**config.mk**
```make
export PLATFORM = sky130hd
export DESIGN_NAME = coos_sequencer
export DESIGN_NICKNAME = d
export VERILOG_FILES = /design/src/coos_pkg.sv /design/src/coos_period_tick.sv /design/src/coos_sequencer.sv
export VERILOG_INCLUDE_DIRS = /design/src /design/src/src
export SDC_FILE = /design/constraint.sdc
export NUM_CORES = 1
export LEC_CHECK = 0
export BUFFER_PORTS_ARGS = -buffer_cell sky130_fd_sc_hd__buf_4
export CORE_AREA = 2 2 86 88
export CTS_BUF_LIST = sky130_fd_sc_hd__clkbuf_16
export CTS_CLUSTER_SIZE = 10
export DETAILED_ROUTE_END_ITERATION = 7
export DIE_AREA = 0 0 88 90
export PLACE_DENSITY = 0.76
export SYNTH_ARGS = -nofsm -noshare
export SYNTH_HDL_FRONTEND = slang
export SYNTH_HIERARCHICAL = 1
export SYNTH_SLANG_ARGS = --single-unit
```
**constraint.sdc**
```tcl
create_clock -name core_clk_i -period 3.1 [get_ports core_clk_i]
set_input_delay 0.465 -clock core_clk_i [delete_from_list [all_inputs] [get_ports core_clk_i]]
set_output_delay 0.465 -clock core_clk_i [all_outputs]
set_load 0.02 [all_outputs]
```
**src/coos_defs.svh**
```systemverilog
// Field positions, encodings, widths and reset value of the sequencer
`ifndef COOS_DEFS_SVH
`define COOS_DEFS_SVH

// Conversion command layout
`define COOS_CMD_ON_BIT 7
`define COOS_CMD_MRG_HI 5
`define COOS_CMD_MRG_LO 4
`define COOS_CMD_RESET 8'h00
`define COOS_MRG_FLD_LOW 2'h1
`define COOS_MRG_FLD_HIGH 2'h2

// Gating policy encodings
`define COOS_GATE_UVLO 2'h0
`define COOS_GATE_PIN 2'h1
`define COOS_GATE_CMD 2'h2
`define COOS_GATE_BOTH 2'h3

// Widths
`define COOS_DLY_W 8
`define COOS_SS_W 16

`endif

```
**src/coos_pkg.sv**
```systemverilog
// Types shared by the on/off sequencer
package coos_pkg;
    typedef enum logic [2:0] {
        COOS_OFF,
        COOS_ON_WAIT,
        COOS_SOFT_START,
        COOS_ON,
        COOS_OFF_WAIT
    } coos_state_t;

    typedef enum logic [1:0] {
        COOS_MARGIN_NONE,
        COOS_MARGIN_HIGH,
        COOS_MARGIN_LOW
    } coos_margin_t;
endpackage

```
**src/coos_period_tick.sv**
```systemverilog
// Soft-start period ticker: one-cycle pulse per soft-start duration
`timescale 1ns/1ps
`include "coos_defs.svh"

module coos_period_tick (
    input wire logic core_clk_i,
    input wire logic sys_rst_i,
    input wire logic restart_i,
    input wire logic [`COOS_SS_W-1:0] period_i,
    output logic tick_o
);
    logic [`COOS_SS_W-1:0] cnt_reg;
    logic [`COOS_SS_W-1:0] cnt_next;
    logic [`COOS_SS_W-1:0] last;

    // A zero period is treated as one cycle so that delays always advance
    assign last = (period_i == '0) ? '0 : period_i - `COOS_SS_W'(1);
    // Tick reads only the count register and period_i: gating it with restart_i would
    // close a loop through the sequencer's next-state logic
    // Greater-or-equal recovers at once if the period shrinks mid-count
    assign tick_o = (cnt_reg >= last);

    always_comb begin
        if (restart_i || tick_o) begin
            cnt_next = '0;
        end else begin
            cnt_next = cnt_reg + `COOS_SS_W'(1);
        end
    end

    always_ff @(posedge core_clk_i or posedge sys_rst_i) begin
        if (sys_rst_i) begin
            cnt_reg <= '0;
        end else begin
            cnt_reg <= cnt_next;
        end
    end
endmodule

```
**src/coos_sequencer.sv**
```systemverilog
// On/off sequencer: gating, turn-on/off delays, power-good release
`timescale 1ns/1ps
`include "coos_defs.svh"

// What this block does
// - Start once input rises above UVLO
// - Optionally also need pin or command
// - Gate on pin, command, or both
// - Wait turn-on delay before regulating
// - Wait turn-off delay before stopping
// - Delays counted in soft-start periods
// - Release power good when output settled
// - Command bit 7 switches conversion
// - Command bits 5:4 select margining
// - Margin none, high or low
module coos_sequencer (
    input wire logic core_clk_i,
    input wire logic sys_rst_i,
    input wire logic vin_above_uvlo_i,
    input wire logic ext_enable_pin_i,
    input wire logic vout_in_window_i,
    input wire logic [1:0] gate_mode_i,
    input wire logic [`COOS_DLY_W-1:0] ton_delay_i,
    input wire logic [`COOS_DLY_W-1:0] toff_delay_i,
    input wire logic [`COOS_SS_W-1:0] soft_start_cycles_i,
    input wire logic cmd_wr_i,
    input wire logic [7:0] cmd_wdata_i,
    output logic [7:0] conversion_command_o,
    output logic regulate_o,
    output logic [1:0] margin_sel_o,
    output logic power_good_out_o,
    output logic power_good_oe_n_o
);
    // ========================================
    // Command register
    logic [7:0] cmd_reg;
    logic [7:0] cmd_next;
    coos_pkg::coos_margin_t margin_reg;
    coos_pkg::coos_margin_t margin_next;
    logic [1:0] mrg_fld;

    always_comb begin
        cmd_next = cmd_wr_i ? cmd_wdata_i : cmd_reg;
        mrg_fld = cmd_next[`COOS_CMD_MRG_HI:`COOS_CMD_MRG_LO];
        case (mrg_fld)
            `COOS_MRG_FLD_HIGH: margin_next = coos_pkg::COOS_MARGIN_HIGH;
            `COOS_MRG_FLD_LOW: margin_next = coos_pkg::COOS_MARGIN_LOW;
            default: margin_next = coos_pkg::COOS_MARGIN_NONE;
        endcase
    end

    always_ff @(posedge core_clk_i or posedge sys_rst_i) begin
        if (sys_rst_i) begin
            cmd_reg <= `COOS_CMD_RESET;
            margin_reg <= coos_pkg::COOS_MARGIN_NONE;
        end else begin
            cmd_reg <= cmd_next;
            margin_reg <= margin_next;
        end
    end

    assign conversion_command_o = cmd_reg;
    assign margin_sel_o = margin_reg;

    // ========================================
    // Gating condition
    logic gate_ok;
    logic cmd_on;

    assign cmd_on = cmd_reg[`COOS_CMD_ON_BIT];

    always_comb begin
        case (gate_mode_i)
            `COOS_GATE_PIN: gate_ok = vin_above_uvlo_i && ext_enable_pin_i;
            `COOS_GATE_CMD: gate_ok = vin_above_uvlo_i && cmd_on;
            `COOS_GATE_BOTH:
                gate_ok = vin_above_uvlo_i && ext_enable_pin_i && cmd_on;
            default: gate_ok = vin_above_uvlo_i;
        endcase
    end

    // ========================================
    // Sequencer
    coos_pkg::coos_state_t state_reg;
    coos_pkg::coos_state_t state_next;
    logic [`COOS_DLY_W-1:0] dly_cnt_reg;
    logic [`COOS_DLY_W-1:0] dly_cnt_next;
    logic regulate_reg;
    logic regulate_next;
    logic pg_rel_reg;
    logic pg_rel_next;
    logic tick;
    logic restart;

    // Period counter realigns on every state change
    assign restart = (state_next != state_reg);

    coos_period_tick u_tick (
        .core_clk_i(core_clk_i),
        .sys_rst_i(sys_rst_i),
        .restart_i(restart),
        .period_i(soft_start_cycles_i),
        .tick_o(tick)
    );

    always_comb begin
        state_next = state_reg;
        dly_cnt_next = dly_cnt_reg;
        case (state_reg)
            coos_pkg::COOS_OFF: begin
                if (gate_ok) begin
                    state_next = coos_pkg::COOS_ON_WAIT;
                end
            end
            coos_pkg::COOS_ON_WAIT: begin
                if (!gate_ok) begin
                    state_next = coos_pkg::COOS_OFF;
                // start after turn-on delay
                // Compare with >= so a delay lowered mid-wait cannot hang
                end else if (dly_cnt_reg >= ton_delay_i) begin
                    state_next = coos_pkg::COOS_SOFT_START;
                end else if (tick) begin
                    dly_cnt_next = dly_cnt_reg + `COOS_DLY_W'(1);
                end
            end
            coos_pkg::COOS_SOFT_START: begin
                if (!gate_ok) begin
                    state_next = coos_pkg::COOS_OFF_WAIT;
                end else if (tick) begin
                    state_next = coos_pkg::COOS_ON;
                end
            end
            coos_pkg::COOS_ON: begin
                if (!gate_ok) begin
                    state_next = coos_pkg::COOS_OFF_WAIT;
                end
            end
            coos_pkg::COOS_OFF_WAIT: begin
                if (gate_ok) begin
                    state_next = coos_pkg::COOS_ON;
                end else if (dly_cnt_reg >= toff_delay_i) begin
                    state_next = coos_pkg::COOS_OFF;
                end else if (tick) begin
                    dly_cnt_next = dly_cnt_reg + `COOS_DLY_W'(1);
                end
            end
            default: begin
                state_next = coos_pkg::COOS_OFF;
            end
        endcase
        if (restart) begin
            dly_cnt_next = '0;
        end
        regulate_next = (state_next == coos_pkg::COOS_SOFT_START) ||
                        (state_next == coos_pkg::COOS_ON) ||
                        (state_next == coos_pkg::COOS_OFF_WAIT);
        pg_rel_next = (state_next == coos_pkg::COOS_ON) && vout_in_window_i;
    end

    always_ff @(posedge core_clk_i or posedge sys_rst_i) begin
        if (sys_rst_i) begin
            state_reg <= coos_pkg::COOS_OFF;
            dly_cnt_reg <= '0;
            regulate_reg <= 1'b0;
            pg_rel_reg <= 1'b0;
        end else begin
            state_reg <= state_next;
            dly_cnt_reg <= dly_cnt_next;
            regulate_reg <= regulate_next;
            pg_rel_reg <= pg_rel_next;
        end
    end

    assign regulate_o = regulate_reg;
    // Open drain: pin only ever pulled low, enable low while pulling
    assign power_good_out_o = 1'b0;
    assign power_good_oe_n_o = pg_rel_reg;

    // ========================================
    // Assertions
    chk_uvlo_holds_off: assert property (
        @(posedge core_clk_i) disable iff (sys_rst_i)
        (state_reg == coos_pkg::COOS_OFF) && !vin_above_uvlo_i
        |=> !regulate_o && state_reg == coos_pkg::COOS_OFF)
        else $error("started below uvlo");

    chk_pin_gate_blocks: assert property (
        @(posedge core_clk_i) disable iff (sys_rst_i)
        (state_reg == coos_pkg::COOS_OFF) && !ext_enable_pin_i &&
        (gate_mode_i == `COOS_GATE_PIN || gate_mode_i == `COOS_GATE_BOTH)
        |=> state_reg == coos_pkg::COOS_OFF)
        else $error("pin gate ignored");

    chk_cmd_gate_blocks: assert property (
        @(posedge core_clk_i) disable iff (sys_rst_i)
        (state_reg == coos_pkg::COOS_OFF) && !cmd_reg[`COOS_CMD_ON_BIT] &&
        (gate_mode_i == `COOS_GATE_CMD || gate_mode_i == `COOS_GATE_BOTH)
        |=> state_reg == coos_pkg::COOS_OFF)
        else $error("command gate ignored");

    chk_ton_expiry: assert property (
        @(posedge core_clk_i) disable iff (sys_rst_i)
        (state_reg == coos_pkg::COOS_ON_WAIT) && gate_ok &&
        (dly_cnt_reg == ton_delay_i) |=> regulate_o)
        else $error("no start at turn-on delay end");

    chk_toff_holds: assert property (
        @(posedge core_clk_i) disable iff (sys_rst_i)
        (state_reg == coos_pkg::COOS_OFF_WAIT) &&
        (dly_cnt_reg < toff_delay_i) |=> regulate_o)
        else $error("stopped before turn-off delay");

    chk_delay_units: assert property (
        @(posedge core_clk_i) disable iff (sys_rst_i)
        (state_reg == coos_pkg::COOS_ON_WAIT) && gate_ok && !tick &&
        (dly_cnt_reg < ton_delay_i) |=> $stable(dly_cnt_reg))
        else $error("delay moved without period tick");

    chk_power_good_out_release: assert property (
        @(posedge core_clk_i) disable iff (sys_rst_i)
        (state_reg == coos_pkg::COOS_ON) && gate_ok && vout_in_window_i
        |=> power_good_oe_n_o && regulate_o)
        else $error("power good not released");

    chk_power_good_out_start: assert property (
        @(posedge core_clk_i) disable iff (sys_rst_i)
        (state_reg != coos_pkg::COOS_ON) |-> !power_good_oe_n_o ||
        $past(state_reg) == coos_pkg::COOS_ON)
        else $error("power good released during start-up");

    chk_margin_high: assert property (
        @(posedge core_clk_i) disable iff (sys_rst_i)
        cmd_wr_i && cmd_wdata_i[`COOS_CMD_MRG_HI:`COOS_CMD_MRG_LO] ==
        `COOS_MRG_FLD_HIGH |=> margin_sel_o == coos_pkg::COOS_MARGIN_HIGH)
        else $error("margin high not selected");

    chk_abort_start: assert property (
        @(posedge core_clk_i) disable iff (sys_rst_i)
        (state_reg == coos_pkg::COOS_ON_WAIT) && !gate_ok
        |=> state_reg == coos_pkg::COOS_OFF ##1 !regulate_o)
        else $error("pending start not abandoned");

    cov_full_on: cover property (
        @(posedge core_clk_i) disable iff (sys_rst_i)
        state_reg == coos_pkg::COOS_SOFT_START ##1
        state_reg == coos_pkg::COOS_ON);
    cov_full_off: cover property (
        @(posedge core_clk_i) disable iff (sys_rst_i)
        state_reg == coos_pkg::COOS_OFF_WAIT ##1
        state_reg == coos_pkg::COOS_OFF);
    cov_abort: cover property (
        @(posedge core_clk_i) disable iff (sys_rst_i)
        state_reg == coos_pkg::COOS_ON_WAIT ##1
        state_reg == coos_pkg::COOS_OFF);
    cov_power_good_out: cover property (
        @(posedge core_clk_i) disable iff (sys_rst_i)
        $rose(power_good_oe_n_o));
endmodule

```
# --- Word-level counts from Yosys, hierarchy flattened ---
# Index checks and enable logic that the tools add are counted.
word_totals:
  word_cells: 63
  out_inout_bits: 13
  ff_bits: 39
  inputBits: 48
op_classes:
  muxes: 21
  order_cmp: 3
  addsub: 3
  reduce_logical: 11
  eq_ne: 17
op_table:
  columns: ["cell", "n"]
  rows:
  - ["$mux W8", 6]
  - ["$mux W16", 2]
  - ["$mux W3", 8]
  - ["$add A16 B1 Y16 const B", 1]
  - ["$ge A16 B16 Y1", 1]
  - ["$ge A8 B8 Y1", 2]
  - ["$logic_not A16 Y1", 1]
  - ["$pmux W8 S2", 1]
  - ["$sub A16 B1 Y16 const B", 1]
  - ["$pmux W3 S5", 1]
  - ["$eq A3 B2 Y1 const B", 4]
  - ["$ne A3 B2 Y1 const B", 4]
  - ["$add A8 B1 Y8 const B", 1]
  - ["$eq A2 B2 Y1 const B", 3]
  - ["$eq A3 B3 Y1 const B", 2]
  - ["$mux W6", 1]
  - ["$reduce_and A5 Y1", 1]
  - ["$eq A2 B1 Y1 const B", 2]
  - ["$logic_and A1 B1 Y1", 4]
  - ["$pmux W2 S2", 1]
  - ["$eq A3 B1 Y1 const B", 1]
  - ["$logic_not A3 Y1", 1]
  - ["$logic_or A1 B1 Y1", 3]
  - ["$ne A3 B3 Y1", 1]
  - ["2 further kinds", 2]

# --- Longest topological paths before layout ---
depth:
  word_depth: 9
  depth_mapped: 20
  depth_no_buf: 18

# --- Hierarchy ---
# Netlist, hierarchy kept.
modules_own_cells:
  columns: ["mod", "cells_per_inst", "area_each_um2", "seq_area_each_um2", "n_inst"]
  rows:
  - ["coos_sequencer", 162, 1587.8, 575.6, 1]
  - ["coos_period_tick", 175, 1466.4, 400.4, 1]

# --- Worst setup path after synthesis ---
# No wires, ideal clock.
synth_timing:
  path_kind: "input -> register"
  startpoint: "input port soft_start_cycles_i[13]"
  endpoint: "register u_tick.cnt_reg[7]"
  t_arrival_ns: 4.026
  slack_ns: -0.998
  setup_time_ns: 0.071
  t_required_ns: 3.029
  n_path_buf: 3
  stages: 19
  path_cell_list: "or3_1 > or2_0 > or3_4 > buf_2 > nand2_1 > ha_1 > a21o_1 > a21o_1 > a2111oi_4 > nand3_1 > inv_1 > o21ai_0 > nand3_1 > o211ai_1 > a211o_2 > buf_4 > nand4b_2 > buf_6 > nor2_1"
synth_between:
  elab_chain_cells: 9
  word_cells_on_any_way: 10
  classes_between: "1 x add/sub; 1 x order compare; 1 x eq/ne; 5 x mux; 2 x reduce/logical"
synth_rtl:
  columns: ["item", "line", "text"]
  rows:
  - ["from (decl)", "coos_sequencer.sv:25", "input wire logic [`COOS_SS_W-1:0] soft_start_cycles_i,"]
  - ["$sub A16 B1 Y16 / $logic_not A16 Y1 (equally long branches)", "coos_period_tick.sv:17", "assign last = (period_i == '0) ? '0 : period_i - `COOS_SS_W'(1);"]
  - ["$mux W16 *", "coos_period_tick.sv:17", null]
  - ["$ge A16 B16 Y1 *", "coos_period_tick.sv:21", "assign tick_o = (cnt_reg >= last);"]
  - ["net tick", "coos_sequencer.sv:92", "logic tick;"]
  - ["$mux W3 *", "coos_sequencer.sv:129", "end else if (tick) begin"]
  - ["$mux W3 *", "coos_sequencer.sv:127", "if (!gate_ok) begin"]
  - ["$pmux W3 S5 *", "coos_sequencer.sv:109", "case (state_reg)"]
  - ["$ne A3 B3 Y1 *", "coos_sequencer.sv:96", "assign restart = (state_next != state_reg);"]
  - ["net restart", "coos_sequencer.sv:93", "logic restart;"]
  - ["$logic_or A1 B1 Y1 *", "coos_period_tick.sv:24", "if (restart_i || tick_o) begin"]
  - ["$mux W16 *", "coos_period_tick.sv:24", null]
  - ["net u_tick.cnt_next[7]", "coos_period_tick.sv:13", "logic [`COOS_SS_W-1:0] cnt_next;"]
  - ["to (signal assigned)", "coos_period_tick.sv:35", "cnt_reg <= cnt_next;"]
  - ["to (decl)", "coos_period_tick.sv:12", "logic [`COOS_SS_W-1:0] cnt_reg;"]
# Mark *: on every way through the listed nets, which the timed path passes. The rest lies on a longest branch.
# A chain may end at the register's enable or synchronous reset.

# --- Worst setup path in the final report ---
layout_timing:
  startpoint: "input port soft_start_cycles_i[5]"
  endpoint: "register dly_cnt_reg[1]"
layout_between:
  elab_chain_cells: 9
  word_cells_on_any_way: 21
  classes_between: "1 x add/sub; 1 x order compare; 5 x eq/ne; 11 x mux; 3 x reduce/logical"
layout_rtl:
  columns: ["item", "line", "text"]
  rows:
  - ["$sub A16 B1 Y16 / $logic_not A16 Y1 (equally long branches)", "coos_period_tick.sv:17", null]
  - ["$mux W16 *", "coos_period_tick.sv:17", null]
  - ["$ge A16 B16 Y1 *", "coos_period_tick.sv:21", null]
  - ["net tick", "coos_sequencer.sv:92", null]
  - ["$mux W3", "coos_sequencer.sv:129", null]
  - ["$mux W3", "coos_sequencer.sv:127", null]
  - ["$pmux W3 S5", "coos_sequencer.sv:109", null]
  - ["$ne A3 B3 Y1", "coos_sequencer.sv:96", null]
  - ["$ne A3 B2 Y1 (no line) / $reduce_bool A3 Y1 (equally long branches)", null, null]
  - ["$reduce_and A5 Y1 (no line)", null, null]
  - ["to (signal assigned)", "coos_sequencer.sv:168", "dly_cnt_reg <= dly_cnt_next;"]
  - ["to (decl)", "coos_sequencer.sv:86", "logic [`COOS_DLY_W-1:0] dly_cnt_reg;"]
# Mark *: on every way through the listed nets, which the timed path passes. The rest lies on a longest branch. The select of a mux whose other input is x is not followed.

==> run summary <==
Nets -> 531
Flop2flop setup slack -> 0.12 ns
Family with the most delay on the worst path -> simple AND/OR/NAND/NOR gates
Die area -> 7920 µm²
CP required -> 3.31 ns
Slowest cell on crit path -> or3b_1
Reg power frac -> 40.3%
Hold Path Class -> in2async
Critical Path End -> dly_cnt_reg[1]
Post-Syn Area per Cell -> 9.06 µm²
Final Hold Vio Count -> 0
Via count -> 2,866
CTS Hold Bufs -> 0
FF-to-FF End -> dly_cnt_reg[1]
Worst hold slack -> 0.271 ns
Routed Antenna Nets -> 0
Netlist area before placement -> 3050 µm²
CTS max path bufs -> 2
Worst-margin pin slew -> 1.29 ns
Largest net degree at the start of global routing -> 24
Starting Density -> 43.5%
Final worst slack -> -0.871 ns
Internal -> 1030 µW
Total stage count of the critical path -> 19
DRT Wirelength -> 7670 µm
Period utilization -> 128%
Reg-to-Reg Start -> u_tick/cnt_reg[13]
Power per cell area -> 328 nW/µm²
Total congestion overflow -> 0
Syn Nets -> 421
Leak -> 0.00212 µW
Slowest cell delay on critical path -> 0.36 ns
Vias/cell -> 5.25
Final HPWL DP -> 5450 µm
Number of core rows -> 31
N_diodes -> 0
Post-synth ARST share -> 100%
Unrepaired setup endpoints after global routing -> true
Crit path launch type -> input pin
Failing checks -> setup timing
Vias in the first global route -> 3,044
Placed insts -> 520
Largest area contributor in the netlist -> dfrtp_1
Multi-input gate area -> 2160 µm²
Reg area -> 976 µm²
CP endpoint kind -> flip-flop
# IOs -> 61
RD Place Congestion -> 0.857
Area Overhead vs Synth -> 41.8%
Power share of the clock group -> 33.4%
Number of synthesized register bits -> 39
Status -> finished with violations
Type of the worst setup path -> in2reg
Layout cell share with drive strength beyond 1 -> 39.8%
Area fraction of the dominant cell type after synthesis -> 32.0%
Net switching power -> 394 µW
Maxcap violations -> 0
Critical Path Source -> soft_start_cycles_i[5]
Fin util -> 61.7%
DRC -> 0
Number of synthesized flops with an enable pin -> 0
Core area -> 7020 µm²
Max-slew headroom -> 13.1%
CP arrival -> 4.18 ns
H-tree levels -> 2
Sw frac -> 27.7%
Worst ir drop on vdd -> 0.288 mV
Sequential area share after synthesis -> 32.0%
Max Clk Rate -> 252 MHz
Endpoints failing setup -> 25
IO Port Bufs -> 59
Critical path cell sequence -> buf_4, nor4_4, buf_4, nand4_1, nor3_2, xor2_1, nand2_4, ha_4, nand4_1, nor3_2, nand4b_1, nand3_2, and4bb_1, and4_1, a31oi_1, a311o_1, buf_6, or3b_1, a21oi_2
Worst path buffer plus inverter count -> 3
Die Y -> 90 µm
Non-filler instance count after layout -> 546
Cts bufs inserted -> 5
Reg clk slew, reported paths -> 0.05 ns
Most common flop cell mapped by yosys -> dfrtp_1
Worst Skew -> 0.00396 ns
Most frequent cells in the layout -> buf_4 (106), dfrtp_1 (39), ha_1 (34)
Clock Sink Count -> 39
FF-to-FF path depth -> 12
WL/cell -> 14.1 µm
GRT Util Overall -> 20.2%
Initial drt markers -> 113
Max reg flops -> 16
Yosys warning total -> 6
Fillers -> 568
Initial antenna violation count -> 0
Critical-path maximum fanout -> 5
Worst-Skew Late Latency -> 0.28 ns
Die Wd -> 88 µm
Post-Syn Instances -> 337
Leading cell type in the layout, fill and taps excluded -> buf_4
First-pass GRT wire length -> 13,100 µm
Comb pwr share -> 26.3%
Root buffer cell -> clkbuf_16
Final Critical Period -> 3.97 ns
Ranking of synthesized cells by area -> dfrtp_1 (32%), ha_1 (15%), nand2_1 (3.9%)
Pre-antenna DRT Iters -> 4
Unique masters post-synth -> 52
CTS tree -> built
Slew Viols, Final -> 0
-- stage by stage --
stage	setup slack, ns	TNS (ns)	area (µm²)	total power [µW]
2_1_floorplan	-0.767	-17.01	3120	759
3_3_place_gp	-1.20	-29.23	3870	886
3_5_place_dp	-1.25	-28.94	3870	896
4_1_cts	-0.759	-15.32	4220	1390
5_1_grt	-1.04	-22.07	4330	1490
6_report	-0.871	-17.24	4330	1420
-- cell usage after synthesis (3+ instances only) --
master and instances:
nand2_1 32, nor2_1 30, xnor2_1 11, inv_1 26, mux2_2 8, or4_1 6
ha_1 36, o21ai_0 4, nor3_1 7, a21o_1 5, dfrtp_1 39, nand4_1 7
or3_1 4, buf_4 4, nand2b_1 7, xor2_1 13, o31ai_1 8, a21oi_1 20
nand3_1 16, clkbuf_1 3, o21ai_1 3, and3_1 8, o21bai_1 4
-- cell type report --
| cell class | instances | share of cell area [%] |
|---|---|---|
| Clock buffer | 5 | 2.89 |
| Sequential cell | 39 | 22.5 |
| Clock inverter | 2 | 0.202 |
| Inverter | 26 | 2.25 |
| Timing Repair Buffer | 110 | 19.4 |
| Tap cell | 99 | 2.86 |
| Multi-Input combinational cell | 265 | 49.9 |
-- how the worst min path moves through the flow --
stage                                        from                 endpoint  slack, ns  cells after the start
after global routing                    sys_rst_i       u_tick/cnt_reg[13]       0.33                      2
final                                   sys_rst_i       u_tick/cnt_reg[13]       0.27                      2
after global placement    conversion_command_o[2]  conversion_command_o[2]       0.49                      1
after floorplan                         sys_rst_i        u_tick/cnt_reg[0]       0.38                      1
after detailed placement  conversion_command_o[6]  conversion_command_o[6]       0.50                      1
after CTS                               sys_rst_i        u_tick/cnt_reg[7]       0.30                      2
-- power groups by stage --
stage	sequential [µW]	combinational, µW	clock [µW]
6_report	572	373	474
5_1_grt	577	411	503
4_1_cts	572	341	481
3_5_place_dp	581	315	0
3_3_place_gp	581	306	0
2_1_floorplan	594	165	0
-- worst reg2reg max path, stage by stage (launching register included) --
cell	delay, ns
dfrtp_1	0.45
ha_4	0.30
nand4_1	0.15
nor3_2	0.23
nand4b_1	0.19
nand3_2	0.14
and4bb_1	0.21
and4_1	0.20
a31oi_1	0.05
a311o_1	0.33
buf_6	0.14
or3b_1	0.36
a21oi_2	0.14
-- per-layer routing --
metal | part of all wire, % | global-route usage [%] | vias up | routed length (µm)
li1 | - | - | 1431 | -
met1 | 42 | 23.6 | 1354 | 3200
met2 | 52 | 36.6 | 66 | 4010
met3 | 4.3 | 4.32 | 15 | 327
met4 | 1.8 | 5.64 | 0 | 136
met5 | 0 | 0 | - | 0
-- logic make-up after synthesis --
group                      synth area share, %
DFF                                       32.0
other                                    0.123
and+or+nand+nor                           23.7
muxes                                     2.95
AOI/OAI and AO/OA                         14.2
adders and majority gates                 14.7
buffers and inverters                     5.45
xor gates and xnor gates                  6.88
-- what timing repair did --
action                                 in CTS  in global routing
pin swaps                                  14                 18
cloned                                      3                  0
gates resized for setup                    22                 24
setup endpoints to repair                  26                 26
setup buffers                              24                  4
endpoints found under the hold margin       0                  0
Power figures use the tool's default switching activity.
